**src/relay_cfg_pkg.sv**
```systemverilog
/*
 Constants, types and register map of the relay signalling controller.
 Assumes a 10 MHz system clock and a 32-bit Avalon-MM register bus.
*/
`default_nettype none
package relay_cfg_pkg;
    // ------------------------------------------------------------
    // Timing
    // ------------------------------------------------------------
    localparam int unsigned CLK_HZ       = 10_000_000;
    localparam int unsigned TEST_S       = 10;
    localparam int unsigned TEST_CYCLES  = TEST_S * CLK_HZ;
    localparam int unsigned BLINK_MS     = 1;
    localparam int unsigned BLINK_CYCLES = BLINK_MS * (CLK_HZ / 1000);
    localparam logic [3:0]  BOOT_CYCLES  = 4'h8;
    localparam int unsigned NRELAY       = 8;
    localparam int unsigned NSEL         = 4;

    // ------------------------------------------------------------
    // Register map and fields
    // ------------------------------------------------------------
    localparam logic [3:0] OFS_CONFIG  = 4'h0;
    localparam logic [3:0] OFS_CONTROL = 4'h4;
    localparam logic [3:0] OFS_STATUS  = 4'h8;
    localparam int unsigned CTL_SIGRST = 0;
    localparam int unsigned CTL_ALTOK  = 1;
    localparam logic        ALTOK_RST  = 1'b1;
    localparam int unsigned NSW        = 13;

    // Sampled switch bank, one field per switch group.
    typedef struct packed {
        logic            spare;
        logic            term;
        logic            latch;
        logic            auto_reset;
        logic            programming_switch;
        logic            standby;
        logic            baud_fast;
        logic            master;
        logic [NSEL-1:0] contact_sel;
        logic            self_test;
    } cfg_s;

    localparam cfg_s CFG_RST = '0;

    typedef enum logic [2:0] {
        ST_BOOT = 3'b001,
        ST_TEST = 3'b010,
        ST_RUN  = 3'b100
    } state_e;
endpackage : relay_cfg_pkg
`default_nettype wire

```
**src/relay_signalling_config.sv**
```systemverilog
/*
 Switch-configured relay signalling controller with an Avalon-MM register slave.
 Assumes switch pins are asynchronous, event and trip inputs come from bus logic
 on mclk, and a push-button reset drives rst synchronously.
*/
// Our own choices: register access over Avalon-MM and the register addresses.
`timescale 1ns/10ps
`default_nettype none
// Contract
// RL1: Switches are sampled only at start-up after reset, then applied.
// RL2: Enabled self-test steps each of eight relays in turn.
// RL3: Transmit lamp lights at each test step, then flashes with bus activity.
// RL4: Selectable contacts take event A or B from their switch.
// RL5: Without alternatives each contact uses its fixed event, switches ignored.
// RL6: Master role when mode switch selects master, else slave.
// RL7: Local bus runs at 19200 or 38400 bit/s per baud switch.
// RL8: Protection unit must use the same bit rate.
// RL9: Enabled contacts close on their condition and light their lamp.
// RL10: Stand-by never actuates contacts but still drives lamps.
// RL11: Self-test in stand-by steps lamps only, relays stay open.
// RL12: Programming switch on selects programming mode, off normal operation.
// RL13: Manual reset freezes trip signals until a signal reset.
// RL14: Automatic reset clears trip signals when the unit's trip clears.
// RL15: Latch holds every asserted signal until a reset command.
// RL16: Latch mode forces automatic reset off.
// RL17: Self-test lasts about ten seconds, then normal operation resumes.
// RL18: Signal reset returns all relays to rest, contacts open.
// RL19: Sampled settings stay unchanged until the next reset.
module relay_signalling_config
    import relay_cfg_pkg::*;
#(
    parameter int unsigned TEST_LEN  = TEST_CYCLES,
    parameter int unsigned BLINK_LEN = BLINK_CYCLES
) (
    // Clock and reset
    input  wire logic              mclk,
    input  wire logic              rst,
    // Switch bank pins
    input  wire logic [NSW-1:0]    switch_pins,
    // Protection unit events
    input  wire logic [NRELAY-1:0] event_a,
    input  wire logic [NRELAY-1:0] event_b,
    input  wire logic              trip_in,
    input  wire logic              bus_activity,
    // Outputs to relays, lamps and bus logic
    output logic [NRELAY-1:0]      output_contact,
    output logic [NRELAY-1:0]      contact_led,
    output logic                   txrx_led,
    output logic                   bus_master,
    output logic                   baud_fast,
    output logic                   programming_mode,
    // Avalon-MM slave
    input  wire logic [3:0]        avs_address,
    input  wire logic              avs_read,
    input  wire logic              avs_write,
    input  wire logic [31:0]       avs_writedata,
    output logic [31:0]            avs_readdata,
    output logic                   avs_waitrequest
);
    // ------------------------------------------------------------
    // Switch synchroniser
    // ------------------------------------------------------------
    // Three stages; a switch change counts once the last two stages agree.
    logic [NSW-1:0] sw1_q, sw2_q, sw3_q;
    always_ff @(posedge mclk) begin
        sw1_q <= switch_pins;
        sw2_q <= sw1_q;
        sw3_q <= sw2_q;
    end
    wire sw_agree = (sw2_q == sw3_q);

    // ------------------------------------------------------------
    // Start-up sequencer and self-test
    // ------------------------------------------------------------
    state_e             state_q, state_d;
    cfg_s               cfg_q;
    logic [3:0]         boot_q;
    logic [31:0]        tcnt_q;
    logic [2:0]         step_q;
    // Each relay step lasts an eighth of the whole self-test.
    localparam int unsigned STEP_LEN = TEST_LEN / NRELAY;
    // Boot captures when the count hits BOOT_CYCLES with a settled switch bank; otherwise the 4-bit count wraps and comes round again.
    wire boot_done = (boot_q == BOOT_CYCLES) && sw_agree;
    wire step_end  = (tcnt_q == 32'(STEP_LEN - 1));
    wire test_end  = step_end && (step_q == 3'(NRELAY - 1));

    // Self-test runs once after start-up when its switch was captured set.
    always_comb begin
        state_d = state_q;
        case (state_q)
            ST_BOOT: if (boot_done) state_d = sw3_q[0] ? ST_TEST : ST_RUN;
            ST_TEST: if (test_end) state_d = ST_RUN; // RL17
            ST_RUN:  state_d = ST_RUN;
            default: state_d = ST_BOOT;
        endcase
    end

    always_ff @(posedge mclk) begin
        if (rst) begin
            state_q <= ST_BOOT;
            boot_q  <= '0;
            cfg_q   <= CFG_RST;
            tcnt_q  <= '0;
            step_q  <= '0;
        end else begin
            state_q <= state_d;
            if (state_q == ST_BOOT && !boot_done)
                boot_q <= boot_q + 4'h1;
            if (state_q == ST_BOOT && boot_done)
                cfg_q <= cfg_s'(sw3_q); // RL1 RL19
            if (state_q == ST_TEST) begin
                tcnt_q <= step_end ? '0 : tcnt_q + 32'h1;
                if (step_end)
                    step_q <= step_q + 3'h1; // RL2
            end
        end
    end

    // ------------------------------------------------------------
    // Register slave
    // ------------------------------------------------------------
    logic        altok_q;
    logic        wait_q;
    logic [31:0] rdata_q;
    // Every access sees one wait state; read data are latched when the request is first seen.
    // A write takes effect at the edge where waitrequest is low.
    wire req      = avs_read || avs_write;
    wire accept   = req && !wait_q;
    wire wr_ctl   = accept && avs_write && (avs_address == OFS_CONTROL);
    wire sig_rst  = wr_ctl && avs_writedata[CTL_SIGRST];
    // Read data selection; unmapped offsets read as zero.
    wire [31:0] rd_mux =
        (avs_address == OFS_CONFIG)  ? 32'(cfg_q) :
        (avs_address == OFS_CONTROL) ? 32'({altok_q, 1'b0}) :
        (avs_address == OFS_STATUS)  ? {13'h0, state_q, output_contact, contact_led} :
        32'h0;

    always_ff @(posedge mclk) begin
        if (rst) begin
            wait_q  <= 1'b1;
            rdata_q <= '0;
            altok_q <= ALTOK_RST;
        end else begin
            wait_q <= !(req && wait_q);
            if (req && wait_q)
                rdata_q <= rd_mux;
            if (wr_ctl)
                altok_q <= avs_writedata[CTL_ALTOK];
        end
    end

    // ------------------------------------------------------------
    // Event selection, freeze, latch
    // ------------------------------------------------------------
    logic [NRELAY-1:0] sig_q, sig_d, ev_sel;
    logic              frozen_q;
    wire auto_eff = cfg_q.auto_reset && !cfg_q.latch; // RL16
    wire running  = (state_q == ST_RUN) && !cfg_q.programming_switch; // RL12

    // Contacts 0 to 3 take event B when alternatives exist and their switch says B.
    always_comb begin
        ev_sel = event_a;
        for (int i = 0; i < NSEL; i++)
            if (altok_q && cfg_q.contact_sel[i]) // RL4 RL5
                ev_sel[i] = event_b[i];
    end

    // Freeze clears on a signal reset, or on trip release under automatic reset.
    wire frz_clr = sig_rst || (auto_eff && !trip_in); // RL13 RL14

    always_comb begin
        if (sig_rst || !running)
            sig_d = '0; // RL18
        else if (frozen_q)
            sig_d = sig_q; // RL13
        else if (cfg_q.latch)
            sig_d = sig_q | ev_sel; // RL15
        else
            sig_d = ev_sel;
    end

    always_ff @(posedge mclk) begin
        if (rst) begin
            sig_q    <= '0;
            frozen_q <= 1'b0;
        end else begin
            sig_q <= sig_d;
            // A trip in the same cycle as a clear keeps the signals frozen.
            if (running && trip_in && !cfg_q.latch)
                frozen_q <= 1'b1;
            else if (frz_clr)
                frozen_q <= 1'b0;
        end
    end

    // ------------------------------------------------------------
    // Lamps and outputs
    // ------------------------------------------------------------
    // Bus activity restarts the lamp stretch counter.
    logic [31:0] blink_q;
    wire testing = (state_q == ST_TEST);
    wire [NRELAY-1:0] test_vec = NRELAY'(1) << step_q;
    wire [NRELAY-1:0] lamp_d   = testing ? test_vec : sig_d;
    // Stand-by masks the relays only; the lamps still show every switching.
    wire [NRELAY-1:0] relay_d  = cfg_q.standby ? '0 : lamp_d; // RL9 RL10 RL11
    // During self-test the transmit lamp is lit for the first half of each step.
    wire tx_d = testing ? (tcnt_q < 32'(STEP_LEN / 2)) : (blink_q != 32'h0);

    always_ff @(posedge mclk) begin
        if (rst) begin
            output_contact   <= '0;
            contact_led      <= '0;
            txrx_led         <= 1'b0;
            bus_master       <= 1'b0;
            baud_fast        <= 1'b0;
            programming_mode <= 1'b0;
            blink_q          <= '0;
        end else begin
            output_contact   <= relay_d;
            contact_led      <= lamp_d;
            txrx_led         <= tx_d; // RL3
            bus_master       <= cfg_q.master; // RL6
            baud_fast        <= cfg_q.baud_fast; // RL7 RL8
            programming_mode <= cfg_q.programming_switch; // RL12
            if (bus_activity)
                blink_q <= 32'(BLINK_LEN);
            else if (blink_q != 32'h0)
                blink_q <= blink_q - 32'h1;
        end
    end
    // The bus outputs come straight from their registers.
    assign avs_readdata    = rdata_q;
    assign avs_waitrequest = wait_q;
endmodule : relay_signalling_config
`default_nettype wire

```
**config.mk**
```make
export PLATFORM = sky130hd
export DESIGN_NAME = relay_signalling_config
export DESIGN_NICKNAME = d
export VERILOG_FILES = /design/src/relay_cfg_pkg.sv /design/src/relay_signalling_config.sv
export SDC_FILE = /design/constraint.sdc
export NUM_CORES = 1
export LEC_CHECK = 0
export ABC_CLOCK_PERIOD_IN_PS = 2600
export BUFFER_PORTS_ARGS = -buffer_cell sky130_fd_sc_hd__buf_4
export CAP_MARGIN = 20
export CORE_MARGIN = 1.5
export CORE_UTILIZATION = 51
export CTS_CLUSTER_DIAMETER = 30
export CTS_CLUSTER_SIZE = 24
export DETAILED_ROUTE_END_ITERATION = 8
export GPL_TIMING_DRIVEN = 0
export PLACE_DENSITY = 0.76
export SLEW_MARGIN = 20
export SYNTH_ARGS = -nofsm -noshare
export SYNTH_HDL_FRONTEND = slang
export SYNTH_SLANG_ARGS = --single-unit
```
**constraint.sdc**
```tcl
create_clock -name mclk -period 2.6 [get_ports mclk]
set_input_delay 0.39 -clock mclk [delete_from_list [all_inputs] [get_ports mclk]]
set_output_delay 0.39 -clock mclk [all_outputs]
set_load 0.03 [all_outputs]
```
==> flow_summary_export.csv <==
group,metric,value,unit
critical_path,cp.required,2.93,ns
floorplanning,start_util,0.5247,
critical_path,critical-path-slowest-cell,"or4_4",
critical_path,path_cells,"or4_4, or4_4, or4_4, buf_6, nand2_8, buf_12, nor2_2",
sta,whs,0.05390,ns
routing,drcViolationCount,0,
routing,wl,17.17,mm
global_routing,grt_first_pass_wirelength,27.99,mm
worst_hold_path,min_path_type,"primary input to flip-flop",
pwr,p_leak,3.503,nW
synthesis,async_reset_ff_frac,0,
sta,slew_viol_final,0,
floorplanning,fp.dieW,123.0,um
floorplanning,core_area,13990,sq um
global_routing,antenna_found_initial,0,
pwr,vdd_drop_max,0.5698,mV
sta,tightest_slew,1.101,ns
synthesis,synth_area_leaders,"dfxtp_1 48%, a21oi_1 3.3%, nand2_1 2.9%",
layout,final_common_cell,"dfxtp_1",
placement,place_hpwl,12.29,mm
critical_path,critPathKind,"flip-flop to flip-flop",
clock_tree,cts_max_path_buffers,2,
global_routing,grt.overflow.total,0,
pwr,power_density,696.7,nW/um^2
sta,hold_viol,0,
routing,wl_met3,777,um
layout,n_fill_cell,1170,
floorplanning,die_y,123.0,um
floorplanning,rows,43,
global_routing,grt_usage,0.2390,
critical_path,worst-path-buf-inv,2,
routing,num_vias,6004,
synthesis,synth_flop_cell,"dfxtp_1",
synthesis,ys_seq_elements,176,
synthesis,synth_edf_count,0,
routing,dr_wl_met2,8.176,mm
synthesis,synth_top_area_cell,"dfxtp_1",
placement,port_buffers,75,
status,run_status,"finished clean",
clock_tree,cts-root-buf,"clkbuf_16",
floorplanning,dieArea,15120,sq um
synthesis,synth.avg_cell_area,9.422,sq um
sta,relSlewSlack,0.2643,
critical_path,crit_path_end_kind,"flip-flop",
sta,fin_crit,2.524,ns
placement,gp_congestion,0.8673,
critical_path,rrSetupSlack,0.08,ns
routing,wl_met1,7.911,mm
routing,initialDrtViolationCount,497,
layout,syn_to_final_growth,20.54,%
layout,drive_gt1_frac,0.2185,
floorplanning,pin_count,124,
synthesis,synth.distinct_cells,67,
sta,setup-violations-final,0,
flow_run,drv_cap,0,
global_routing,grt_pass1_vias,5644,
clock_tree,cts_buffers,17,
routing,first_pass_iters,5,
layout,fin_nets,965,
critical_path,start_kind,"flip-flop",
sta,fin_skew,0.01407,ns
critical_path,slowest_delay,0.55,ns
clock_tree,clock-sinks,176,
synthesis,synth_top_area_share,0.4801,
routing,vias_per_cell,5.575,
critical_path,cp_max_fo,10,
clock_tree,clkTransAtPathRegs,0.08,ns
critical_path,crit_arrival,2.85,ns
clock_tree,clk_latency,0.43,ns
critical_path,crit_family,"simple AND/OR/NAND/NOR gates",
synthesis,yosys_warnings,0,
layout,diodes,0,
layout,final_cell_mix,"176 x dfxtp_1, 88 x buf_4, 57 x nand2_1",
sta,rsz0062_at_grt,"yes",
clock_tree,cts_max_level,4,
clock_tree,cts_tree,"yes",
critical_path,crit_path_frequent_cell,"or4_4",
layout,finalNonFillerCells,1077,
layout,final_util,0.6325,
routing,wl_per_cell,15.94,um
sta,fin_crit_sh,0.9708,
placement,dp_cells,1046,
global_routing,grt_max_degree,19,
synthesis,ys_seq_area_frac,0.4801,
synthesis,synth_area,7340,sq um
sta,max_freq,396.2,MHz
synthesis,synthCells,779,
routing,top_layer_used,"met4",
routing,ant_nets,0,
-- cell families (layout without fill, tap and decap cells) --
| group | Yosys count | count (layout) | share of synthesized area |
|---|---|---|---|
| AOI/OAI and AO/OA | 137 | 137 | 0.1253 |
| muxes | 11 | 11 | 0.01568 |
| buffers and inverters | 70 | 176 | 0.05165 |
| adders and majority gates | 10 | 10 | 0.01705 |
| and+or+nand+nor | 326 | 326 | 0.2525 |
| xor gates and xnor gates | 48 | 48 | 0.05728 |
| other | 1 | 13 | 0.0005109 |
| DFF | 176 | 176 | 0.4801 |
-- path summary, 6_finish.rpt --
path	start	to	cells after the start
worst max register to register	tcnt_q[27]$_SDFFE_PP0P_	tcnt_q[6]$_SDFFE_PP0P_	7
worst max-delay path	tcnt_q[27]$_SDFFE_PP0P_	tcnt_q[6]$_SDFFE_PP0P_	7
worst min register to register	sw1_q[3]$_DFF_P_	sw2_q[3]$_DFF_P_	0
worst min-delay path	switch_pins[4]	sw1_q[4]$_DFF_P_	1
-- power by group --
part	internal (mW)	switching, mW	leakage [nW]	total [mW]
logic	0.254	0.407	1.76	0.661
clock network	1.47	1.18	0.307	2.65
registers	2.78	0.0671	1.44	2.85
-- routing by layer --
| layer | vias to the layer above | track usage |
|---|---|---|
| li1 | 2995 | - |
| met1 | 2803 | 0.3189 |
| met2 | 181 | 0.3858 |
| met3 | 25 | 0.05120 |
| met4 | 0 | 0.07849 |
| met5 | - | 0 |
-- state kept, by name, indices dropped and copies added (netlist names), 13 cells and up --
signal        count
blink_q          32
tcnt_q           32
avs_readdata     19
cfg_q            13
sw1_q            13
sw2_q            13
sw3_q            13
-- cells in the mapped netlist, types with 3 or more instances --
library cell,n
dfxtp_1,176
o21a_1,3
a21boi_0,3
ha_1,10
mux2i_1,7
nor3_1,27
mux2_2,4
nor2b_1,18
or4_1,22
a21oi_1,49
xor2_1,24
o21bai_1,4
a221oi_1,12
nor2_1,40
and3_1,7
o311ai_0,3
a31oi_1,4
a21o_1,6
a31o_2,10
inv_1,17
o211ai_1,4
buf_4,13
nand4_1,28
nand3_1,25
nor3b_1,7
and2_1,6
nor3_2,4
nand2_1,57
buf_2,3
nor2_2,30
xnor2_1,24
and4_1,5
o31ai_1,15
buf_12,3
nor4_1,11
or2_2,3
o21ai_0,9
or3_1,22
clkbuf_1,29
-- cell type report --
| type | count | area (sq um) | area share |
|---|---|---|---|
| multi-input combinational | 545 | 3541 | 0.4002 |
| sequential | 176 | 3523 | 0.3982 |
| timing repair buffer | 75 | 563.0 | 0.06364 |
| clock buffer | 17 | 425.4 | 0.04808 |
| buffer | 51 | 309.0 | 0.03493 |
| tap | 180 | 225.2 | 0.02546 |
| clock inverter | 15 | 192.7 | 0.02178 |
| inverter | 18 | 67.56 | 0.007637 |
-- per-stage QoR --
| step | setup TNS [ns] | power (mW) | area (sq um) | setup slack (ns) |
|---|---|---|---|---|
| 2_1_floorplan | 0 | 3.358 | 7385 | 0.2007 |
| 3_3_place_gp | -2.108 | 3.539 | 8173 | -0.2078 |
| 3_5_place_dp | -2.206 | 3.550 | 8173 | -0.2087 |
| 4_1_cts | 0 | 6.187 | 8810 | 0.005320 |
| 5_1_grt | -0.03498 | 6.397 | 8847 | -0.02860 |
| 6_report | 0 | 6.163 | 8847 | 0.07595 |
-- repair_timing --
item	CTS	global route
pin swaps	0	2
hold buffers	0	0
buffers inserted	0	0
cloned	0	0
endpoints found under the setup margin	22	57
resized for setup	4	10
(Power assumes the default switching activity.)
